**src/include/settings_report_defs.svh**
```systemverilog
/*
 * Constants of the run-time settings report block: register byte addresses,
 * reply byte indices, field positions, reset values and fixed codes.
 * Assumes it is included by bare name from the design files.
 */
`ifndef SETTINGS_REPORT_DEFS_SVH
`define SETTINGS_REPORT_DEFS_SVH

// Wishbone register byte addresses.
`define REG_CONTROL        8'h00
`define REG_STATUS         8'h04
`define REG_CHIP_CFG       8'h08
`define REG_CLOCK_OUT      8'h0c
`define REG_DAC_CFG        8'h10
`define REG_AREA_LEN       8'h14

// Control register bits (write one to act).
`define CTRL_START_BIT     0

// Fixed reply codes.
`define CMD_READ_SETTINGS  8'h61
`define STATUS_SUCCESS     8'h00
`define REPLY_LENGTH       7'h40

// Reply byte indices.
`define IDX_ECHO           6'h00
`define IDX_STATUS         6'h01
`define IDX_CHIP_LEN       6'h02
`define IDX_PIN_LEN        6'h03
`define IDX_CHIP_CFG       6'h04
`define IDX_CLOCK_OUT      6'h05
`define IDX_DAC_CFG        6'h06

// Field positions inside the reply bytes.
`define SERIAL_ENUM_BIT    7
`define SECURITY_MSB       1
`define CLKDIV_DUTY_MSB    4
`define CLKDIV_DUTY_LSB    3
`define CLKDIV_RATIO_MSB   2
`define DAC_LEVEL_MSB      7
`define DAC_LEVEL_LSB      6
`define DAC_SOURCE_BIT     5
`define DAC_POWERUP_MSB    4

// Reset values of the run-time settings.
`define RST_CHIP_CFG       8'h00
`define RST_CLOCK_OUT      8'h00
`define RST_DAC_CFG        8'h00
`define RST_CHIP_LEN       8'h00
`define RST_PIN_LEN        8'h00

`endif

```
**src/include/settings_report_pkg.sv**
```systemverilog
/*
 * Types shared by the settings report block.
 * Assumes settings_report_defs.svh is on the include path.
 */
package settings_report_pkg;

   // Reply sequencer states.
   typedef enum logic [1:0] {
      idle_state = 2'b00,
      send_state = 2'b01,
      done_state = 2'b10
   } reply_state_e;

   // Security option codes.
   typedef enum logic [1:0] {
      unsecured   = 2'b00,
      password    = 2'b01,
      locked      = 2'b10
   } security_e;

endpackage : settings_report_pkg

```
**src/hdl/reply_byte_mux.sv**
```systemverilog
/*
 * Picks the reply byte for a given index from the current run-time settings.
 * Purely combinational; assumes settings_report_defs.svh is on the path.
 */
`include "settings_report_defs.svh"

module reply_byte_mux (
   input  wire logic [5:0] index,
   input  wire logic [7:0] chip_len,
   input  wire logic [7:0] pin_len,
   input  wire logic [7:0] chip_cfg,
   input  wire logic [7:0] clock_out,
   input  wire logic [7:0] dac_cfg,
   output logic      [7:0] reply_byte
);

   // Unlisted bytes and unused bits read as zero.
   always_comb begin
      reply_byte = 8'h00;
      case (index)
         `IDX_ECHO:      reply_byte = `CMD_READ_SETTINGS;
         `IDX_STATUS:    reply_byte = `STATUS_SUCCESS;
         `IDX_CHIP_LEN:  reply_byte = chip_len;
         `IDX_PIN_LEN:   reply_byte = pin_len;
         `IDX_CHIP_CFG: begin
            reply_byte[`SERIAL_ENUM_BIT] = chip_cfg[`SERIAL_ENUM_BIT];
            reply_byte[`SECURITY_MSB:0]  = chip_cfg[`SECURITY_MSB:0];
         end
         `IDX_CLOCK_OUT: begin
            reply_byte[`CLKDIV_DUTY_MSB:`CLKDIV_DUTY_LSB] =
               clock_out[`CLKDIV_DUTY_MSB:`CLKDIV_DUTY_LSB];
            reply_byte[`CLKDIV_RATIO_MSB:0] = clock_out[`CLKDIV_RATIO_MSB:0];
         end
         `IDX_DAC_CFG: begin
            reply_byte[`DAC_LEVEL_MSB:`DAC_LEVEL_LSB] =
               dac_cfg[`DAC_LEVEL_MSB:`DAC_LEVEL_LSB];
            reply_byte[`DAC_SOURCE_BIT]    = dac_cfg[`DAC_SOURCE_BIT];
            reply_byte[`DAC_POWERUP_MSB:0] = dac_cfg[`DAC_POWERUP_MSB:0];
         end
         default:        reply_byte = 8'h00;
      endcase
   end

endmodule : reply_byte_mux

```
**src/hdl/runtime_settings_report.sv**
```systemverilog
/*
 * Builds the 64-byte reply to the read-settings command from the current
 * run-time settings held in Wishbone registers, and streams it out one byte
 * per accepted beat with valid/ready.
 * Assumes one 100 MHz clock, synchronous active-low reset, classic Wishbone.
 * Assumes the command inputs come from logic on the same clock, so they are
 * read without synchronisers; a pulse starts one reply, while a level held high
 * starts it again each time the sequencer returns to idle.
 * Limitation: security code 11 is stored and returned as written, so software
 * that must only ever report the three defined codes has to avoid writing it.
 */
// Decided for this implementation: the Wishbone slave port and the register addresses.
// What this block does
// - Byte 0 echoes command code 0x61; byte 1 reports success 0x00.
// - Byte 2 gives the length of the run-time chip settings area.
// - Byte 3 gives the length of the run-time pin settings area.
// - Byte 4 bit 7 is the serial-number enumeration enable.
// - Byte 4 bits 1-0 hold the security option: locked, password, unsecured.
// - Byte 5 bits 4-0 hold the clock-output divider setting for the 48 MHz clock.
// - Divider bits 4-3 choose duty cycle, bits 2-0 the division ratio.
// - Byte 6 bits 7-6 choose the DAC internal reference level.
// - Byte 6 bit 5 picks internal reference module or supply as DAC reference.
// - Byte 6 bits 4-0 hold the DAC power-up value.
// - A read-settings command returns current run-time settings, not stored defaults.
`include "settings_report_defs.svh"

module runtime_settings_report #(
   // Length of the fixed report; the six-bit index bounds it from above.
   parameter int REPLY_BYTES = int'(`REPLY_LENGTH)
) (
   input  wire logic        clock,
   input  wire logic        rst_n,
   input  wire logic        clock_enable,
   // Wishbone classic slave.
   input  wire logic        wb_cyc_i,
   input  wire logic        wb_stb_i,
   input  wire logic        wb_we_i,
   input  wire logic [7:0]  wb_adr_i,
   input  wire logic [3:0]  wb_sel_i,
   input  wire logic [31:0] wb_dat_i,
   output logic      [31:0] wb_dat_o,
   output logic             wb_ack_o,
   // Command from the report interface.
   input  wire logic        command_valid,
   input  wire logic [7:0]  command_code,
   // Reply stream.
   output logic             reply_valid,
   output logic [7:0]       reply_data,
   output logic             reply_last,
   input  wire logic        reply_ready
);

   ////////////////////////////////////////////////////////////////////////////
   // Timing overview.
   //
   // Bus: a request is taken at the rising edge at which cyc and stb stand
   // high and no ack is pending. Ack and read data follow one cycle later and
   // the ack lasts one cycle, so the master drops its strobe for at least one
   // cycle between accesses. A write lands at the taking edge.
   //
   // Reply: a start in idle loads byte 0 into the output stage at that same
   // edge, so valid rises one cycle after the command. Each byte then holds
   // until ready is seen high. The next byte is read from the live settings
   // as it is loaded, which lets a write made during a reply reach the bytes
   // not yet loaded. After the last byte is taken two cycles pass before a new
   // start counts; starts that arrive while busy are dropped, not queued.
   //
   // A low clock enable freezes the sequencer, the bus answer and the settings.

   ////////////////////////////////////////////////////////////////////////////
   // Elaboration checks.

   // The six-bit index cannot count past 64 bytes, and the report must hold
   // the seven field bytes and at least one trailing byte, so the last flag is
   // never loaded from the start branch. Other lengths are refused here.
   if (REPLY_BYTES < 8 || REPLY_BYTES > 64) begin : g_bad_length
      $error("REPLY_BYTES must lie between 8 and 64");
   end

   // Index of the byte whose acceptance loads the final byte of the report.
   localparam logic [5:0] LAST_LOAD = 6'(REPLY_BYTES - 2);

   ////////////////////////////////////////////////////////////////////////////
   // State.

   // One register holds all sequencer and bus state; settings live apart.
   typedef struct packed {
      settings_report_pkg::reply_state_e fsm;
      logic [5:0]                        index;
      logic                              valid;
      logic [7:0]                        data;
      logic                              last;
      logic                              ack;
      logic [31:0]                       rdata;
      logic [7:0]                        replies;
   } top_s;

   top_s state;
   top_s next_state;

   // Settings bytes, the selected reply byte and the decoded bus strobes.
   logic [7:0] chip_cfg;
   logic [7:0] clock_out;
   logic [7:0] dac_cfg;
   logic [7:0] chip_len;
   logic [7:0] pin_len;
   logic [7:0] mux_byte;
   logic       wb_req;
   logic       wb_write;
   logic       start_sw;
   logic       start_cmd;
   logic [5:0] mux_index;
   logic       chip_cfg_we;
   logic       clock_out_we;
   logic       dac_cfg_we;
   logic       chip_len_we;
   logic       pin_len_we;

   ////////////////////////////////////////////////////////////////////////////
   // Wishbone decode.

   // A request is answered one cycle later; the ack gap keeps each access single.
   assign wb_req   = wb_cyc_i && wb_stb_i && !state.ack;
   assign wb_write = wb_req && wb_we_i && wb_sel_i[0];

   // Software may also trigger a reply, handy when no host command path exists.
   assign start_sw  = wb_write && (wb_adr_i == `REG_CONTROL) && wb_dat_i[`CTRL_START_BIT];
   // Only the read-settings code starts this reply; other codes are not ours.
   assign start_cmd = command_valid && (command_code == `CMD_READ_SETTINGS);

   // Per-register write strobes; the pin length has its own byte lane so that
   // software can update either area length alone.
   assign chip_cfg_we  = wb_write && (wb_adr_i == `REG_CHIP_CFG);
   assign clock_out_we = wb_write && (wb_adr_i == `REG_CLOCK_OUT);
   assign dac_cfg_we   = wb_write && (wb_adr_i == `REG_DAC_CFG);
   assign chip_len_we  = wb_write && (wb_adr_i == `REG_AREA_LEN);
   assign pin_len_we   = wb_req && wb_we_i && wb_sel_i[1] && (wb_adr_i == `REG_AREA_LEN);

   ////////////////////////////////////////////////////////////////////////////
   // Run-time settings held as writable bytes; the reply reads these live.

   // Serial-number enable in bit 7, security option in bits 1-0; the rest stays zero.
   settings_field_reg #(
      .RESET_VALUE (`RST_CHIP_CFG),
      .WRITE_MASK  (8'h83)
   ) chip_cfg_reg (
      .clock   (clock),
      .rst_n   (rst_n),
      .enable  (clock_enable),
      .write   (chip_cfg_we),
      .data_in (wb_dat_i[7:0]),
      .value   (chip_cfg)
   );

   // Duty cycle in bits 4-3 and division ratio in bits 2-0; bits 7-5 stay zero.
   settings_field_reg #(
      .RESET_VALUE (`RST_CLOCK_OUT),
      .WRITE_MASK  (8'h1f)
   ) clock_out_reg (
      .clock   (clock),
      .rst_n   (rst_n),
      .enable  (clock_enable),
      .write   (clock_out_we),
      .data_in (wb_dat_i[7:0]),
      .value   (clock_out)
   );

   // Reference level, reference source and power-up value fill the whole byte.
   settings_field_reg #(
      .RESET_VALUE (`RST_DAC_CFG),
      .WRITE_MASK  (8'hff)
   ) dac_cfg_reg (
      .clock   (clock),
      .rst_n   (rst_n),
      .enable  (clock_enable),
      .write   (dac_cfg_we),
      .data_in (wb_dat_i[7:0]),
      .value   (dac_cfg)
   );

   // Area lengths live in one register, chip length low byte, pin length next.
   settings_field_reg #(
      .RESET_VALUE (`RST_CHIP_LEN),
      .WRITE_MASK  (8'hff)
   ) chip_len_reg (
      .clock   (clock),
      .rst_n   (rst_n),
      .enable  (clock_enable),
      .write   (chip_len_we),
      .data_in (wb_dat_i[7:0]),
      .value   (chip_len)
   );

   // Pin length rides in the second byte lane of the same register.
   settings_field_reg #(
      .RESET_VALUE (`RST_PIN_LEN),
      .WRITE_MASK  (8'hff)
   ) pin_len_reg (
      .clock   (clock),
      .rst_n   (rst_n),
      .enable  (clock_enable),
      .write   (pin_len_we),
      .data_in (wb_dat_i[15:8]),
      .value   (pin_len)
   );

   ////////////////////////////////////////////////////////////////////////////
   // Reply byte selection.

   reply_byte_mux byte_mux (
      .index      (mux_index),
      .chip_len   (chip_len),
      .pin_len    (pin_len),
      .chip_cfg   (chip_cfg),
      .clock_out  (clock_out),
      .dac_cfg    (dac_cfg),
      .reply_byte (mux_byte)
   );

   ////////////////////////////////////////////////////////////////////////////
   // Sequencer and bus answer.

   // The mux looks at the byte about to be loaded into the output stage.
   always_comb begin
      mux_index = 6'h00;
      if (state.fsm == settings_report_pkg::send_state) begin
         mux_index = state.index + 6'h01;
      end
   end

   // Bytes are sampled live at load time, so the report shows current settings.
   always_comb begin
      next_state     = state;
      next_state.ack = wb_req;
      // Read data is captured with the ack and stands until the next read.
      if (wb_req && !wb_we_i) begin
         unique case (wb_adr_i)
            `REG_STATUS:    next_state.rdata = {16'h0000, state.replies, 6'h00,
                                                state.fsm};
            `REG_CHIP_CFG:  next_state.rdata = {24'h000000, chip_cfg};
            `REG_CLOCK_OUT: next_state.rdata = {24'h000000, clock_out};
            `REG_DAC_CFG:   next_state.rdata = {24'h000000, dac_cfg};
            `REG_AREA_LEN:  next_state.rdata = {16'h0000, pin_len, chip_len};
            default:        next_state.rdata = 32'h00000000;
         endcase
      end
      unique case (state.fsm)
         settings_report_pkg::idle_state: begin
            // Wait for a host command or a software start.
            if (start_cmd || start_sw) begin
               next_state.fsm   = settings_report_pkg::send_state;
               next_state.index = 6'h00;
               next_state.valid = 1'b1;
               next_state.data  = mux_byte;
               next_state.last  = 1'b0;
            end
         end
         settings_report_pkg::send_state: begin
            // Advance one byte per accepted beat; hold the byte while ready is low.
            if (reply_ready) begin
               if (state.last) begin
                  next_state.fsm   = settings_report_pkg::done_state;
                  next_state.valid = 1'b0;
                  next_state.last  = 1'b0;
                  next_state.data  = 8'h00;
               end else begin
                  next_state.index = state.index + 6'h01;
                  next_state.data  = mux_byte;
                  // The flag rides with the final byte of the fixed-length report.
                  next_state.last  = (state.index == LAST_LOAD);
               end
            end
         end
         settings_report_pkg::done_state: begin
            // One settle cycle that also counts the finished report.
            next_state.fsm     = settings_report_pkg::idle_state;
            next_state.replies = state.replies + 8'h01;
         end
         default: begin
            // Code 11 is never entered; recover to idle should it appear.
            next_state.fsm = settings_report_pkg::idle_state;
         end
      endcase
   end

   // All state moves only while the clock enable is high.
   always_ff @(posedge clock) begin
      if (!rst_n) begin
         state.fsm     <= settings_report_pkg::idle_state;
         state.index   <= 6'h00;
         state.valid   <= 1'b0;
         state.data    <= 8'h00;
         state.last    <= 1'b0;
         state.ack     <= 1'b0;
         state.rdata   <= 32'h00000000;
         state.replies <= 8'h00;
      end else if (clock_enable) begin
         state <= next_state;
      end
   end

   ////////////////////////////////////////////////////////////////////////////
   // Outputs, each taken straight from the state register.

   assign wb_dat_o    = state.rdata;
   assign wb_ack_o    = state.ack;
   assign reply_valid = state.valid;
   assign reply_data  = state.data;
   assign reply_last  = state.last;

endmodule : runtime_settings_report

```
**src/hdl/settings_field_reg.sv**
```systemverilog
/*
 * One software-written settings byte with write-enable and mask; the parent picks the byte lane.
 * Assumes a single clock, synchronous active-low reset and a clock enable.
 */
module settings_field_reg #(
   parameter logic [7:0] RESET_VALUE = 8'h00,
   parameter logic [7:0] WRITE_MASK  = 8'hff
) (
   input  wire logic       clock,
   input  wire logic       rst_n,
   input  wire logic       enable,
   input  wire logic       write,
   input  wire logic [7:0] data_in,
   output logic      [7:0] value
);

   typedef struct packed {
      logic [7:0] value;
   } field_s;

   field_s state;
   field_s next_state;

   // Masked-off bits stay zero so don't-care bits never leak into the reply.
   always_comb begin
      next_state = state;
      if (write) begin
         next_state.value = data_in & WRITE_MASK;
      end
   end

   // Register the field; clock enable freezes it.
   always_ff @(posedge clock) begin
      if (!rst_n) begin
         state.value <= RESET_VALUE & WRITE_MASK;
      end else if (enable) begin
         state <= next_state;
      end
   end

   assign value = state.value;

endmodule : settings_field_reg

```
**config.mk**
```make
export PLATFORM = sky130hd
export DESIGN_NAME = runtime_settings_report
export DESIGN_NICKNAME = d
export VERILOG_FILES = /design/src/include/settings_report_pkg.sv /design/src/hdl/reply_byte_mux.sv /design/src/hdl/runtime_settings_report.sv /design/src/hdl/settings_field_reg.sv
export VERILOG_INCLUDE_DIRS = /design/src /design/src/include
export SDC_FILE = /design/constraint.sdc
export NUM_CORES = 1
export LEC_CHECK = 0
export BUFFER_PORTS_ARGS = -buffer_cell sky130_fd_sc_hd__buf_2
export CAP_MARGIN = 10
export CORE_MARGIN = 4
export CORE_UTILIZATION = 40
export CTS_BUF_LIST = sky130_fd_sc_hd__clkbuf_4
export DETAILED_ROUTE_END_ITERATION = 16
export MAX_ROUTING_LAYER = met4
export SLEW_MARGIN = 0
export SYNTH_ARGS = -nofsm -noshare
export SYNTH_HDL_FRONTEND = slang
export SYNTH_SLANG_ARGS = --single-unit
```
**constraint.sdc**
```tcl
create_clock -name clock -period 3.55 [get_ports clock]
set_input_delay 0.8875 -clock clock [delete_from_list [all_inputs] [get_ports clock]]
set_output_delay 0.8875 -clock clock [all_outputs]
set_load 0.01 [all_outputs]
```
==> run metrics <==
mean routed wirelength per cell=between 15 and 20 um; simple-gate portion of the synthesized area=~25%; Syn Inst Count=roughly 470; Max stage delay on crit path=approximately 600 ps; H-tree levels=3; CP max-delay cell=o211ai_2; hold crit path type=reg -> reg; syn avg cell area=slightly below 9 um^2; final setup fails=0; Worst EP arrival=between 2000 and 3000 ps; setup TNS=0 ps; mux cell area share after synthesis=roughly 7.6%; Final Max Tran Viols=0; CP Max Fanout=11; CP top delay family=compound AO/OA/AOI/OAI gates; Synth Area in XOR/XNOR=2.27%; DP HPWL=8010 um; total track usage=approximately 18%; First-pass DRT Iterations=8; # rows=37; sequential area share after synthesis=between 30% and 40%; crit path capture type=register; Setup WS post-layout=around 1000 ps; largest family of logic cells by synthesized area=simple AND/OR/NAND/NOR gates; vias in the first global route=about 3300; synth cell count leaders=dfxtp_1, buf_4, nand2_1, mux2i_1, nor2b_1; CP cell instances=buf_2, nor4_1, nand4_1, o211ai_2, o211ai_1, o2bb2ai_1; first-pass GRT wire length=between 15000 and 20000 um; Worst-path clk slew=approximately 120 ps; Synth top area share=35.5%; Post-Place Setup Slack=657 ps; drc violations=0; vias per cell=5.39; Worst Max-Slew Pin Slew=slightly above 700 ps; fill cell count=approximately 1000; warnings from Yosys=0; Clock Sink Count=75; TritonCTS clock tree=built; root buf cell=clkbuf_4; worst path buffer plus inverter count=1; Cell Area, Synth=~4200 um^2; largest net degree at the start of global routing=47; largest area contributor in the netlist=dfxtp_1; Ant. Diodes=0; Final ANT Viol Nets=0; Final Util=about 44%; compound-gate portion of the synthesized area=roughly 17%; share of cells above drive strength 1=a little over a fifth; CTS Buf Count=9; Synth Area in Adders=less than 1%; RSZ-0062 raised after global routing=no; cts hold-fix bufs=0; clock skew=~14 ps; total wire length=between 10000 and 15000 um; IO Port Bufs=slightly below 70; Clk Latency, worst-skew pair=approximately 430 ps; pwr dens=between 300 and 400 nW/um^2; total power=around 1.5 mW; ys async rst share=0%; Vias=~3500; dominant synthesized flop cell=dfxtp_1; GRT overflow=0; Final Net Count=570; Post-CTS Setup Bufs=0; Max VDD drop=0.147 mV; core area=between 10000 and 15000 um^2; initial antenna violation count=0; fin crit share=71.4%; 1st-iter DRT viols=approximately 220; synth unique cells=63; max-cap viol count=0; Post-synth EDFFs=0; most common cell in the netlist=dfxtp_1; fmax=approximately 0.4 GHz; leakage=~1.8 nW; status=finished clean; CTS Buffer Depth=2; PostCTS Resize Cnt=0; relative slew slack=a little over half; io pins=~100; die area=approximately 12000 um^2; Worst Path Required=slightly below 4000 ps; die height=111 um; Synth area leaders=dfxtp_1, buf_4, mux2i_1, nor2b_1, nand2_1; crit path time final=2530 ps; worst setup path class=in -> reg; crit start category=input pin; endpoints failing hold=0; area delta synth->final=7.98%; Die Span X=between 100 and 150 um; routability congestion estimate=~0.84; Initial Utilization=between 40% and 50%; flops & latches, synth=75
==> cell usage in the layout (no fill, tap or decap), types with 9 or more instances in the layout <==
cell and instances:
dfxtp_1 75, a21boi_0 16, a221oi_1 10, clkbuf_4 9, o21ai_0 11, nor3b_1 12, nand3_1 21, nor2b_1 28
and2_1 13, and3_1 10, buf_4 11, buf_2 68, conb_1 16, nand2_1 33, nor2_1 16, mux2i_1 30
==> sequential cells by signal, summed over array words and instances (netlist names) <==
register and cells:
chip_cfg_reg.value 3, reply_valid 1, chip_len_reg.value 8, clock_out_reg.value 5, wb_ack_o 1, dac_cfg_reg.value 8
reply_data 8, pin_len_reg.value 8, state 16, wb_dat_o 16, reply_last 1
==> metrics by stage <==
stage / area, um^2 / cells / hold WS, ps
after floorplan: 4290 / 488 / 434
after global placement: 4420 / 632 / 446
after detailed placement: 4420 / 632 / 452
after CTS: 4570 / 647 / 482
after global routing: 4570 / 647 / 491
final: 4570 / 647 / 478
==> report_power, final <==
| part | switching, mW | internal (mW) |
|---|---|---|
| Clock | 0.303 | 0.277 |
| Sequential | 0.00274 | 0.847 |
| Combinational | 0.0557 | 0.0419 |
| Total | 0.362 | 1.17 |
==> layout make-up <==
class | count | area [um^2] | area share, %
clock buffer | 9 | 67.6 | 1.48
clock inverter | 6 | 81.3 | 1.78
inverter | 6 | 22.5 | 0.492
multi-input combinational | 336 | 2310 | 50.5
sequential | 75 | 1500 | 32.8
tap | 136 | 170 | 3.72
timing repair buffer | 79 | 423 | 9.25
==> logic make-up after synthesis <==
group                    after synthesis
adder cells (fa/ha/maj)                3
AO/OA/AOI/OAI                         92
buffers and inverters                 77
other                                  1
XOR/XNOR                              11
multiplexers                          32
AND/OR/NAND/NOR                      182
flip-flops                            75
==> final timing paths <==
kind	from	end	slack [ps]	cells after the start
hold / removal	reply_data[5]	reply_data[5]	480	1
setup / recovery	wb_adr_i[1]	reply_data[1]	1020	6
setup reg to reg	state[51]	reply_data[3]	1300	7
hold reg to reg	reply_data[5]	reply_data[5]	480	1
==> metal layers <==
layer	GRT usage, %	share of wire, %	up-vias
met4	5.75	1.2	0
met1	24.3	46	1669
met3	3.71	5.0	11
met2	27.4	47	98
met5	-	0	-
li1	-	-	1708
(Power assumes the default switching activity.)
